[config.mk]
export PLATFORM = sky130hd
export DESIGN_NAME = vectored_irq_unit
export DESIGN_NICKNAME = d
export VERILOG_FILES = /design/src/verilog/vic_pkg.sv /design/src/verilog/vectored_irq_unit.sv
export VERILOG_INCLUDE_DIRS = /design/src /design/src/verilog
export SDC_FILE = /design/constraint.sdc
export NUM_CORES = 2
export LEC_CHECK = 0
export BUFFER_PORTS_ARGS = -buffer_cell sky130_fd_sc_hd__buf_2
export CAP_MARGIN = 20
export CORE_ASPECT_RATIO = 1.1
export CORE_MARGIN = 5
export CORE_UTILIZATION = 35
export CTS_CLUSTER_DIAMETER = 120
export DETAILED_ROUTE_END_ITERATION = 7
export SYNTH_ARGS = -nofsm -noshare
export SYNTH_HDL_FRONTEND = slang
export SYNTH_SLANG_ARGS = --single-unit
export TNS_END_PERCENT = 20
[constraint.sdc]
create_clock -name clock_in -period 58 [get_ports clock_in]
set_input_delay 14.5 -clock clock_in [delete_from_list [all_inputs] [get_ports clock_in]]
set_output_delay 14.5 -clock clock_in [all_outputs]
set_load 0.05 [all_outputs]
[src/verilog/vic_defs.svh]
// constants for the vectored interrupt unit: offsets, fields, resets
// assumes byte addresses on a 12-bit register port, one word per register
// Function
// - each non-fast source has a 3-bit priority, 0 lowest, 7 highest
// - source 0 is the fast source; arbitration ignores its priority
// - internal sources: type low bit 0 high level, 1 rising edge
// - external: 00 low level, 01 falling, 10 high level, 11 rising
// - thirty-two read/write 32-bit handler vector registers, one per source
// - normal vector read returns the vector of the selected current source
// - no normal interrupt current: normal vector read returns spurious vector
// - fast vector read returns the vector stored for source 0
// - no fast interrupt active: fast vector read returns spurious vector
// - status register low five bits give the source being serviced
// - pending register shows one bit per pending source
// - enable register shows one bit per enabled source
// - core status: bit 0 fast line active, bit 1 normal line active
// - enable command: written ones enable sources, zeros change nothing
// - normal mode vector read records, pushes priority and acknowledges
// - protect mode: push and acknowledge only on vector register write
// - any write to end-of-interrupt register ends current treatment
// - general mask bit set holds both core request lines inactive
`ifndef VIC_DEFS_SVH
`define VIC_DEFS_SVH

`define SMR_BASE 12'h000
`define SVR_BASE 12'h080
`define IVR_OFF 12'h100
`define FVR_OFF 12'h104
`define ISR_OFF 12'h108
`define IPR_OFF 12'h10c
`define IMR_OFF 12'h110
`define CISR_OFF 12'h114
`define IECR_OFF 12'h120
`define IDCR_OFF 12'h124
`define EOICR_OFF 12'h130
`define SPU_OFF 12'h134
`define DCR_OFF 12'h138
`define EVT_STAT_OFF 12'h150
`define EVT_MASK_OFF 12'h154

`define PRIO_LSB 0
`define TRIG_LSB 5
`define DCR_PROT_BIT 0
`define DCR_MASK_BIT 1
`define EVT_SPUR_NORM 0
`define EVT_EOI_EMPTY 1
`define EVT_SPUR_FAST 2

`define REG_RESET 32'h0000_0000
`define EXT_SOURCES 32'hc000_0001
`define STACK_DEPTH 4'h8

`endif

[src/verilog/vic_pkg.sv]
// types shared by the vectored interrupt unit
// assumes vic_defs.svh holds the numeric constants
package vic_pkg;
    typedef struct packed {
        logic [1:0] trigger_type;
        logic [2:0] priority_level;
    } mode_type;

    typedef struct packed {
        logic [4:0] src;
        logic [2:0] pri;
    } frame_type;

    typedef struct packed {
        logic [11:0] addr;
        logic [31:0] wdata;
        logic wr;
        logic rd;
    } bus_req_type;
endpackage

[src/verilog/vectored_irq_unit.sv]
// vectored interrupt unit: 32 sources, 8-level priority stack, core lines
// assumes synchronous sources, one clock, a never-waiting register master
//
// Our own choices: the placing of the registers and the plain strobed port.
`timescale 1ns/100ps
`default_nettype none
`include "vic_defs.svh"

module vectored_irq_unit (
    // clock, reset, enable
    input wire logic clock_in,
    input wire logic rst_n_in,
    input wire logic ce_in,
    // register port
    input wire vic_pkg::bus_req_type bus_in,
    output logic [31:0] rdata_out,
    // interrupt sources
    input wire logic [31:0] source_in,
    // core request lines, active low
    output logic normal_request_line_n_out,
    output logic fast_request_line_n_out,
    // event interrupt
    output logic irq_out
);
    import vic_pkg::*;

    mode_type mode_ff [32];
    logic [31:0] vector_ff [32];
    logic [31:0] spu_ff;
    logic [1:0] dcr_ff;
    logic [31:0] enable_ff;
    logic [31:0] latch_ff;
    logic [31:0] prev_ff;
    logic [31:0] active;
    logic [31:0] pending;
    frame_type cur_ff;
    frame_type stack_ff [8];
    logic [3:0] depth_ff;
    frame_type held_ff;
    logic held_valid_ff;
    logic [2:0] evt_ff;
    logic [2:0] evt_mask_ff;
    logic [31:0] rdata_ff;
    logic normal_line_n_ff;
    logic fast_line_n_ff;
    logic irq_ff;

    logic rd_ivr, wr_ivr, rd_fvr, wr_eoi;
    logic win_valid;
    frame_type win;
    logic fast_act;
    logic push;
    frame_type push_frame;
    logic pop;
    logic [31:0] ack_clr;
    logic [2:0] evt_set;
    logic [31:0] nxt_rdata;

    assign rd_ivr = ce_in && bus_in.rd && bus_in.addr == `IVR_OFF;
    assign wr_ivr = ce_in && bus_in.wr && bus_in.addr == `IVR_OFF;
    assign rd_fvr = ce_in && bus_in.rd && bus_in.addr == `FVR_OFF;
    assign wr_eoi = ce_in && bus_in.wr && bus_in.addr == `EOICR_OFF;

    // per-source trigger decode and edge latch
    for (genvar i = 0; i < 32; i++) begin : g_src
        logic ext;
        assign ext = 1'(`EXT_SOURCES >> i);
        // invert only for external sources with type high bit clear
        assign active[i] = source_in[i]
            ^ (ext & ~mode_ff[i].trigger_type[1]);
        assign pending[i] = mode_ff[i].trigger_type[0]
            ? latch_ff[i] : active[i];
        always_ff @(posedge clock_in or negedge rst_n_in) begin
            if (!rst_n_in) begin
                prev_ff[i] <= 1'b0;
                latch_ff[i] <= 1'b0;
            end else if (ce_in) begin
                prev_ff[i] <= active[i];
                // set wins over acknowledge; level mode holds the latch
                // clear so a stale edge cannot surface after a mode switch
                if (mode_ff[i].trigger_type[0]
                    && active[i] && !prev_ff[i]) begin
                    latch_ff[i] <= 1'b1;
                end else if (ack_clr[i]
                             || !mode_ff[i].trigger_type[0]) begin
                    latch_ff[i] <= 1'b0;
                end
            end
        end

    end

    // arbitration over sources 1..31; ties go to the lowest number
    always_comb begin
        win_valid = 1'b0;
        win = '0;
        for (int i = 1; i < 32; i++) begin
            if (pending[i] && enable_ff[i]
                && (depth_ff == 4'h0
                    || mode_ff[i].priority_level > cur_ff.pri)
                && (!win_valid
                    || mode_ff[i].priority_level > win.pri)) begin
                win_valid = 1'b1;
                win.src = 5'(i);
                win.pri = mode_ff[i].priority_level;
            end
        end
    end

    assign fast_act = pending[0] && enable_ff[0];

    // push on read in normal mode, on write of the held one in protect mode
    always_comb begin
        push = 1'b0;
        push_frame = win;
        ack_clr = '0;
        if (rd_ivr && win_valid && !dcr_ff[`DCR_PROT_BIT]) begin
            push = depth_ff != `STACK_DEPTH;
        end else if (wr_ivr && held_valid_ff
                     && dcr_ff[`DCR_PROT_BIT]) begin
            push = depth_ff != `STACK_DEPTH;
            push_frame = held_ff;
        end
        if (push) begin
            ack_clr[push_frame.src] = 1'b1;
        end
        if (rd_fvr) begin
            ack_clr[0] = 1'b1;
        end
    end

    assign pop = wr_eoi && depth_ff != 4'h0;

    // priority stack
    always_ff @(posedge clock_in or negedge rst_n_in) begin
        if (!rst_n_in) begin
            cur_ff <= '0;
            depth_ff <= 4'h0;
            for (int i = 0; i < 8; i++) begin
                stack_ff[i] <= '0;
            end
        end else if (ce_in) begin
            if (push) begin
                if (depth_ff != 4'h0) begin
                    stack_ff[depth_ff[2:0] - 3'h1] <= cur_ff;
                end
                cur_ff <= push_frame;
                depth_ff <= depth_ff + 4'h1;
            end else if (pop) begin
                if (depth_ff > 4'h1) begin
                    cur_ff <= stack_ff[depth_ff[2:0] - 3'h2];
                end
                depth_ff <= depth_ff - 4'h1;
            end
        end
    end

    // protect mode: a read only memorises the winner
    always_ff @(posedge clock_in or negedge rst_n_in) begin
        if (!rst_n_in) begin
            held_ff <= '0;
            held_valid_ff <= 1'b0;
        end else if (ce_in) begin
            if (rd_ivr && dcr_ff[`DCR_PROT_BIT]) begin
                held_ff <= win;
                held_valid_ff <= win_valid;
            end else if (wr_ivr) begin
                held_valid_ff <= 1'b0;
            end
        end
    end

    // software-written registers
    always_ff @(posedge clock_in or negedge rst_n_in) begin
        if (!rst_n_in) begin
            spu_ff <= `REG_RESET;
            dcr_ff <= 2'h0;
            enable_ff <= `REG_RESET;
            evt_mask_ff <= 3'h0;
            for (int i = 0; i < 32; i++) begin
                mode_ff[i] <= '0;
                vector_ff[i] <= `REG_RESET;
            end
        end else if (ce_in && bus_in.wr) begin
            if (bus_in.addr[11:7] == `SMR_BASE >> 7) begin
                mode_ff[bus_in.addr[6:2]].trigger_type <=
                    bus_in.wdata[`TRIG_LSB +: 2];
                mode_ff[bus_in.addr[6:2]].priority_level <=
                    bus_in.wdata[`PRIO_LSB +: 3];
            end else if (bus_in.addr[11:7] == `SVR_BASE >> 7) begin
                vector_ff[bus_in.addr[6:2]] <= bus_in.wdata;
            end
            case (bus_in.addr)
                `IECR_OFF: enable_ff <= enable_ff | bus_in.wdata;
                `IDCR_OFF: enable_ff <= enable_ff & ~bus_in.wdata;
                `SPU_OFF: spu_ff <= bus_in.wdata;
                `DCR_OFF: dcr_ff <= bus_in.wdata[1:0];
                `EVT_MASK_OFF: evt_mask_ff <= bus_in.wdata[2:0];
                default: ;
            endcase
        end
    end

    // read mux, data valid in the cycle after the strobe
    always_comb begin
        nxt_rdata = '0;
        if (bus_in.addr[11:7] == `SMR_BASE >> 7) begin
            nxt_rdata[`TRIG_LSB +: 2] = mode_ff[bus_in.addr[6:2]].trigger_type;
            nxt_rdata[`PRIO_LSB +: 3] =
                mode_ff[bus_in.addr[6:2]].priority_level;
        end else if (bus_in.addr[11:7] == `SVR_BASE >> 7) begin
            nxt_rdata = vector_ff[bus_in.addr[6:2]];
        end else begin
            case (bus_in.addr)
                `IVR_OFF: nxt_rdata = win_valid
                    ? vector_ff[win.src] : spu_ff;
                `FVR_OFF: nxt_rdata = fast_act
                    ? vector_ff[0] : spu_ff;
                `ISR_OFF: nxt_rdata[4:0] = cur_ff.src;
                `IPR_OFF: nxt_rdata = pending;
                `IMR_OFF: nxt_rdata = enable_ff;
                `CISR_OFF: nxt_rdata[1:0] =
                    {~normal_line_n_ff, ~fast_line_n_ff};
                `SPU_OFF: nxt_rdata = spu_ff;
                `DCR_OFF: nxt_rdata[1:0] = dcr_ff;
                `EVT_STAT_OFF: nxt_rdata[2:0] = evt_ff;
                `EVT_MASK_OFF: nxt_rdata[2:0] = evt_mask_ff;
                default: nxt_rdata = '0;
            endcase
        end
    end

    always_ff @(posedge clock_in or negedge rst_n_in) begin
        if (!rst_n_in) begin
            rdata_ff <= `REG_RESET;
        end else if (ce_in) begin
            rdata_ff <= bus_in.rd ? nxt_rdata : `REG_RESET;
        end
    end

    // core lines, registered; mask wins over any request
    always_ff @(posedge clock_in or negedge rst_n_in) begin
        if (!rst_n_in) begin
            normal_line_n_ff <= 1'b1;
            fast_line_n_ff <= 1'b1;
        end else if (ce_in) begin
            normal_line_n_ff <= !(win_valid && !dcr_ff[`DCR_MASK_BIT]);
            fast_line_n_ff <= !(fast_act && !dcr_ff[`DCR_MASK_BIT]);
        end
    end

    // sticky events; a read clears them but a same-cycle set survives
    assign evt_set[`EVT_SPUR_NORM] = rd_ivr && !win_valid;
    assign evt_set[`EVT_EOI_EMPTY] = wr_eoi && depth_ff == 4'h0;
    assign evt_set[`EVT_SPUR_FAST] = rd_fvr && !fast_act;

    always_ff @(posedge clock_in or negedge rst_n_in) begin
        if (!rst_n_in) begin
            evt_ff <= 3'h0;
            irq_ff <= 1'b0;
        end else if (ce_in) begin
            if (bus_in.rd && bus_in.addr == `EVT_STAT_OFF) begin
                evt_ff <= evt_set;
            end else begin
                evt_ff <= evt_ff | evt_set;
            end
            irq_ff <= |(evt_ff & evt_mask_ff);
        end
    end

    assign rdata_out = rdata_ff;
    assign normal_request_line_n_out = normal_line_n_ff;
    assign fast_request_line_n_out = fast_line_n_ff;
    assign irq_out = irq_ff;
endmodule

`default_nettype wire

# Word level (Yosys, flattened, before mapping)
# Index checks and enable logic that the tools add are counted.
totals:
  out_inout_bits: 35
  register_bits: 1440
classes:
  n_reduce_logical: 454
  eq_ne: 15
  addsub: 4
  n_mux: 211
  magnitude_cmp: 70
  n_bitwise: 18
op_table:
  columns: ["op", "n"]
  rows:
  - ["bitwise mux 1024 bit", 1]
  - ["binary-select mux 32 bit (select 5 bit)", 2]
  - ["bitwise mux 160 bit", 2]
  - ["two-way mux 32 bit", 10]
  - ["two-way mux 8 bit", 38]
  - ["greater-than comparator 3 bit", 61]
  - ["logical AND 1 bit", 178]
  - ["demux 32 bit (select 5 bit)", 1]
  - ["== test 12 x 9 -> 1 bit, second input constant", 13]
  - ["case mux 27 bit (5 select lines)", 1]
  - ["two-way mux 1 bit", 133]
  - ["logical NOT 1 bit", 100]
  - ["logical OR 1 bit", 93]
  - ["AND reduction 2 bit", 40]
  - ["nonzero test 2 bit", 36]
  - ["bitwise mux 64 bit", 1]
  - ["case mux 32 bit (2 select lines)", 1]
  - ["demux 5 bit (select 5 bit)", 2]
  - ["bitwise AND 32 bit", 1]
  - ["inverter 32 bit", 1]
  - ["OR 32 bit", 1]
  - ["binary-select mux 5 bit (select 5 bit)", 1]
  - ["two-way mux 25 bit", 1]
  - ["binary-select mux 8 bit (select 3 bit)", 1]
  - ["other kinds (33)", 53]

# Depth between registers and ports, before layout
depth:
  ltp_word: 136
  mapped_depth: 289
  depth_no_buf: 279

# Worst setup path after synthesis
# Ideal clock, no wire load.
synth_path:
  path_kind: "input-to-reg"
  startpoint: "input source_in[1]"
  endpoint: "register rdata_ff[2], in the netlist rdata_out[2]"
  t_required_ns: 57.873
  slack_ns: 0.919
  arrival_ns: 56.954
  path_buffers: 10
  setup_ns: 0.127
  cell_stages: 253
  path_cell_list: "mux2_2 > nand2_1 > a21oi_1 > nand2_1 > ha_1 > nor2b_1 > o21ai_0 > a32oi_1 > o21a_2 > a22oi_1 > ha_1 > nor2b_1 > o21a_1 > o21ai_0 > a21boi_2 > nor3_1 > a21o_1 > ha_1 > (+217 left out) > nor2_1 > o21a_1 > ha_1 > nor2b_1 > o21a_1 > o21ai_0 > a21oi_1 > nor2_1 > and3_1 > o211ai_1 > and2_1 > buf_2 > buf_2 > mux2i_1 > mux2i_1 > mux2_2 > a2111oi_2 > o21ai_1"
synth_via:
  elab_chain_cells: 133
  word_cells_on_any_way: 194
  classes_between: "30 x order compare; 71 x mux; 1 x bitwise; 92 x reduce/logical"
synth_lines:
  columns: ["item", "line", "rtl"]
  rows:
  - ["start: declaration", "vectored_irq_unit.sv:18", "input wire logic [31:0] source_in,"]
  - ["two-way mux 1 bit (*)", "vectored_irq_unit.sv:72", "? latch_ff[i] : active[i];"]
  - ["logical AND 1 bit (*)", "vectored_irq_unit.sv:98", "if (pending[i] && enable_ff[i]"]
  - ["logical AND 1 bit (*)", "vectored_irq_unit.sv:99", "&& (depth_ff == 4'h0"]
  - ["two-way mux 4 bit or two-way mux 1 bit (tied branches)", "vectored_irq_unit.sv:98", null]
  - ["greater-than comparator 3 bit or logical NOT 1 bit (tied branches)", "vectored_irq_unit.sv:102, vectored_irq_unit.sv:101", null]
  - ["logical OR 1 bit", "vectored_irq_unit.sv:102", "|| mode_ff[i].priority_level > win.pri)) begin"]
  - ["logical AND 1 bit", "vectored_irq_unit.sv:101", "&& (!win_valid"]
  - ["two-way mux 8 bit or two-way mux 1 bit (tied branches)", "vectored_irq_unit.sv:98", null]
  - ["(+116 left out)", null, null]
  - ["inverter 5 -> 6 bit (not written as such)", "vectored_irq_unit.sv:216", "? vector_ff[win.src] : spu_ff;"]
  - ["binary-select mux 32 bit (select 5 bit)", "vectored_irq_unit.sv:216", null]
  - ["two-way mux 32 bit (not written as such) (2 in series)", "vectored_irq_unit.sv:216", null]
  - ["two-way mux 32 bit (*)", "vectored_irq_unit.sv:216", null]
  - ["case mux 1 bit (8 select lines) (*)", "vectored_irq_unit.sv:214", "case (bus_in.addr)"]
  - ["two-way mux 32 bit (*)", "vectored_irq_unit.sv:211", "end else if (bus_in.addr[11:7] == `SVR_BASE >> 7) begin"]
  - ["two-way mux 3 bit (*)", "vectored_irq_unit.sv:207", "if (bus_in.addr[11:7] == `SMR_BASE >> 7) begin"]
  - ["two-way mux 32 bit (no source line) (*)", null, null]
  - ["end signal: assignment", "vectored_irq_unit.sv:235", "rdata_ff <= `REG_RESET;"]
  - ["end signal: assignment", "vectored_irq_unit.sv:237", "rdata_ff <= bus_in.rd ? nxt_rdata : `REG_RESET;"]
  - ["end: declaration", "vectored_irq_unit.sv:43", "logic [31:0] rdata_ff;"]
# Every way passes the cells marked *; elsewhere a longest branch is shown, timed or not. The select of a mux whose other input is x is not followed.
# A chain may end at the register's enable or synchronous reset.

# Final worst setup path
layout_path:
  startpoint: "input source_in[1]"
  endpoint: "register rdata_ff[24], in the netlist rdata_out[24]"
layout_via:
  elab_chain_cells: 133
  word_cells_on_any_way: 194
  classes_between: "30 x order compare; 71 x mux; 1 x bitwise; 92 x reduce/logical"
layout_lines:
  columns: ["item", "line"]
  rows:
  - ["two-way mux 1 bit (*)", "vectored_irq_unit.sv:72"]
  - ["logical AND 1 bit (*)", "vectored_irq_unit.sv:98"]
  - ["logical AND 1 bit (*)", "vectored_irq_unit.sv:99"]
  - ["two-way mux 4 bit or two-way mux 1 bit (tied branches)", "vectored_irq_unit.sv:98"]
  - ["greater-than comparator 3 bit or logical NOT 1 bit (tied branches)", "vectored_irq_unit.sv:102, vectored_irq_unit.sv:101"]
  - ["logical OR 1 bit", "vectored_irq_unit.sv:102"]
  - ["logical AND 1 bit", "vectored_irq_unit.sv:101"]
  - ["two-way mux 8 bit or two-way mux 1 bit (tied branches)", "vectored_irq_unit.sv:98"]
  - ["(+116 left out)", null]
  - ["inverter 5 -> 6 bit (not written as such)", "vectored_irq_unit.sv:216"]
  - ["binary-select mux 32 bit (select 5 bit)", "vectored_irq_unit.sv:216"]
  - ["two-way mux 32 bit (not written as such) (2 in series)", "vectored_irq_unit.sv:216"]
  - ["two-way mux 32 bit (*)", "vectored_irq_unit.sv:216"]
  - ["case mux 27 bit (5 select lines) (*)", "vectored_irq_unit.sv:214"]
  - ["two-way mux 32 bit (*)", "vectored_irq_unit.sv:211"]
  - ["two-way mux 25 bit (*)", "vectored_irq_unit.sv:207"]
  - ["two-way mux 32 bit (no source line) (*)", null]
# Marked as above.

==> impl_metrics.csv <==
group,metric,value,unit
route,routed_via_density,6.275,
grt,grt_pass1_vias,63090,
final_layout,drive_above_1_share,36.68,%
logic_synthesis,synth_seq_cells,1440,
logic_synthesis,synth_edf_count,0,
final_layout,final-seq-area,36040,um2
final_layout,nets,7331,
clocking,clockBufferDepth,3,
clocking,clock_sinks,1440,
route,vias,64710,
route,drt_pre_antenna_iters,6,
sta,slew_headroom,18.51,%
logic_synthesis,syn_area,81040,um2
pwr,p_seq_share,46.3,%
place,routabilityCongestion,0.9477,
final_layout,area_growth,15.18,%
clocking,insertion_delay,0.84,ns
worst_setup_path,crit_required,58.68,ns
worst_setup_path,endpoint_kind,"register",
final_layout,multiInputGateArea,43690,um2
worst_setup_path,crit_family,"compound AO/OA/AOI/OAI gates",
pwr,p_sw_share,24.53,%
sta,tightest_slew,1.215,ns
worst_setup_path,cpPeakStageDelay,0.52,ns
logic_synthesis,synth-warning-count,0,
worst_setup_path,crit_top_cell,"a21oi_2",
logic_synthesis,synthArstFlopShare,100.0,%
logic_synthesis,ys_seq_area_share,44.47,%
clocking,ctsRootBufferMaster,"clkbuf_16",
floorplanning,rows,185,
route,drtAntennaViolNets,0,
logic_synthesis,synthXorXnorAreaFrac,0.07565,%
logic_synthesis,yosys.area_share.simple,9.535,%
grt,antenna_found_initial,25,
logic_synthesis,avgSynthCellArea,11.45,um2
floorplanning,core_area,230800,um2
place,io_buffers,115,
place,dp_cells,9894,
route,routed_wl,310.8,mm
worst_setup_path,timing.rr.start,"depth_ff[1]",
worst_setup_path,worstPathMaxFanout,8,
floorplanning,die_h,514.7,um
worst_setup_path,worstSetupPathType,"in -> reg",
sta,post-route-min-period,56.55,ns
pwr,cellLeakagePower,41.32,nW
clocking,clk_pin_slew,0.06,ns
clocking,h-tree-depth,4,
grt,grt_overflow,0,
floorplanning,initial_core_util,35.12,%
logic_synthesis,syn_inst,7077,
worst_setup_path,crit_start,"source_in[1]",
final_layout,fillers,21640,
logic_synthesis,synth_fa_ha_area_share,2.609,%
sta,fin_crit_sh,97.49,%
logic_synthesis,yosys-top-cells-area,"dfrtp_1 (44%), mux2_2 (19%), mux4_2 (8.8%)",
route,wl_per_cell,30.14,um
place,dp_hpwl,184.1,mm
worst_setup_path,path_buf_inv,22,
run_status,status,"finished, final reports clean",
floorplanning,ioPinCount,116,
logic_synthesis,synthMuxAreaShare,28.91,%
final_layout,fin_cells,10310,
pwr,p_clk_share,48.4,%
floorplanning,fp.dieArea,241300,um2
route,drc,0,
sta,fin_skew,0.03852,ns
logic_synthesis,synthesis.nets,7327,
sta,final-setup-viol-count,0,
grt,gr-usage-all-layers,24.61,%
logic_synthesis,yosysTopAreaCellShare,44.40,%
logic_synthesis,synth_top_family_by_area,"multiplexers",
sta,slew_viol_final,0,
logic_synthesis,ys.flop_type,"dfrtp_1",
grt,grt_max_degree,178,
grt,grt_pass1_wl,443.6,mm
worst_setup_path,crit_slowest_cell,"a2111o_1",
pwr,power_density,23.68,nW/um2
pwr,switching_power,0.5423,mW
clocking,cts_tree,"yes",
logic_synthesis,ys_types,107,
logic_synthesis,yosys.area.top_type,"dfrtp_1",
sta,fmax,17.68,MHz
worst_setup_path,startpoint_type,"primary input",
floorplanning,die_w,468.8,um
sta,hold_viol_final,0,
pwr,ir_worst_vdd,0.02872,mV
hold_path,holdCritPathClass,"reg -> reg",
pwr,combPwrFrac,5.3,%
route,drt_iter0_markers,8161,
logic_synthesis,synth_compound_area_share,10.87,%
pwr,p_int,1.668,mW
clocking,numCtsBuffers,162,
worst_setup_path,cp.arrival,57.23,ns
hold_path,hold_start,"prev_ff[5]",
final_layout,utilization,40.45,%
job,maxCapViolCount,0,
per-layer routing:
metal / global-route usage (%) / part of all wire (%) / routed length, um / vias up
met1: 32.12 / 39 / 122200 / 33530
met4: 12.82 / 6.3 / 19710 / 20
met2: 38.31 / 45 / 139400 / 3634
met3: 5.474 / 9.5 / 29390 / 1001
met5: 0.1212 / 0.049 / 153 / -
li1: - / - / - / 26530
power by group through the flow:
stage	registers [mW]	logic [mW]	clock network, mW
floorplan	1.04	0.0573	0
global placement	1.04	0.114	0
detailed placement	1.04	0.115	0
CTS	1.02	0.116	1.08
global route	1.02	0.126	1.13
finish	1.02	0.118	1.07
cell type report:
class	instances	share of cell area [%]
Tap cell	3085	4.135
Antenna cell	14	0.03753
Clock inverter	57	0.8030
Inverter	108	0.4357
Multi-Input combinational cell	4932	46.81
Sequential cell	1440	38.61
Timing Repair Buffer	437	4.086
Clock buffer	239	5.085
worst reg2reg max path: cells and delay by family, from the launching register on:
kind,cells,cell delay [ns]
AO/OA/AOI/OAI,141,22.62
adder cells (fa/ha/maj),31,8.63
buffers and inverters,23,3.32
flip-flops,1,0.91
multiplexers,2,0.67
AND/OR/NAND/NOR,58,8.32
cell usage in the layout, fill, tap and decap left out, types with 24 or more instances in the layout:
cell type  count
inv_1        103
nor3_1        24
buf_2        111
a21oi_1      127
nor4_1        28
clkbuf_1      39
o21ai_0      164
a32oi_1       70
a221oi_1      28
clkinv_2      27
o2bb2ai_1     24
clkbuf_8      37
buf_12        31
clkbuf_16    171
nand2_1      982
a221o_1       31
a31oi_1      163
ha_1         148
nor2_1       117
buf_4        255
a21o_1        27
and3_1       123
nor2b_1       28
a32o_1        32
a21oi_2       34
nor2_4        46
a211oi_1      59
mux2_2      1342
mux2i_1      115
o221ai_1      34
o22ai_1      124
mux4_2       315
o211ai_1      29
a311oi_1      54
nand3_1      212
dfrtp_1     1437
through the flow:
stage	setup slack [ns]	setup TNS [ns]	power [mW]	hold slack, ns	instance area [um2]
4_1_cts	0.005116	0	2.221	0.4652	91160
6_report	1.454	0	2.211	0.4608	93340
5_1_grt	-0.7679	-45.34	2.274	0.4809	93310
3_3_place_gp	-0.5233	-22.42	1.154	0.4356	85400
3_5_place_dp	-1.879	-110.37	1.156	0.4575	85400
2_1_floorplan	0.9186	0	1.096	0.4262	81040
worst paths after layout:
kind | slack, ns | cells after the start | endpoint
min in group asynchronous | 13.79 | 1 | vector_ff[275]
setup / recovery | 1.45 | 256 | rdata_out[24]
hold reg to reg | 0.46 | 1 | latch_ff[5]
hold / removal | 0.46 | 1 | latch_ff[5]
setup reg to reg | 13.42 | 255 | rdata_out[24]
max in group asynchronous | 40.33 | 5 | stack_ff[36]
logic make-up (layout without fill, tap and decap cells):
logic type	count (synthesis)	count (layout)
AOI/OAI and AO/OA	1243	1244
xor gates and xnor gates	7	7
adders and majority gates	169	169
buffers and inverters	706	841
DFF	1440	1440
muxes	1778	1778
other	0	14
and+or+nand+nor	1734	1734
Yosys cell counts, types with 126 or more instances:
cell type and instances:
nand2_1 998, nor2_1 165, nand3_1 218, o21ai_0 191, mux4_2 315, o22ai_1 126, a31oi_1 175, mux2_2 1347
dfrtp_1 1438, a21oi_1 162, clkbuf_1 417, ha_1 169
registers in the layout (all words and copies together), names as in the netlist, named ones only:
register,flops
depth_ff,4
spu_ff,32
normal_request_line_n_out,1
cur_ff,8
irq_out,1
held_ff,8
prev_ff,32
stack_ff,64
vector_ff,1024
dcr_ff,2
evt_ff,3
mode_ff,160
rdata_out,32
held_valid_ff,1
evt_mask_ff,3
latch_ff,32
fast_request_line_n_out,1
what timing repair did:
action                     in CTS  in global routing
cloned                          3                  9
hold buffers                    0                  0
gates resized for setup        22                256
pin swaps                       3                129
buffers inserted               11                 83
setup endpoints to repair      65                 80
Note: power is estimated with default switching activity, not from simulation.
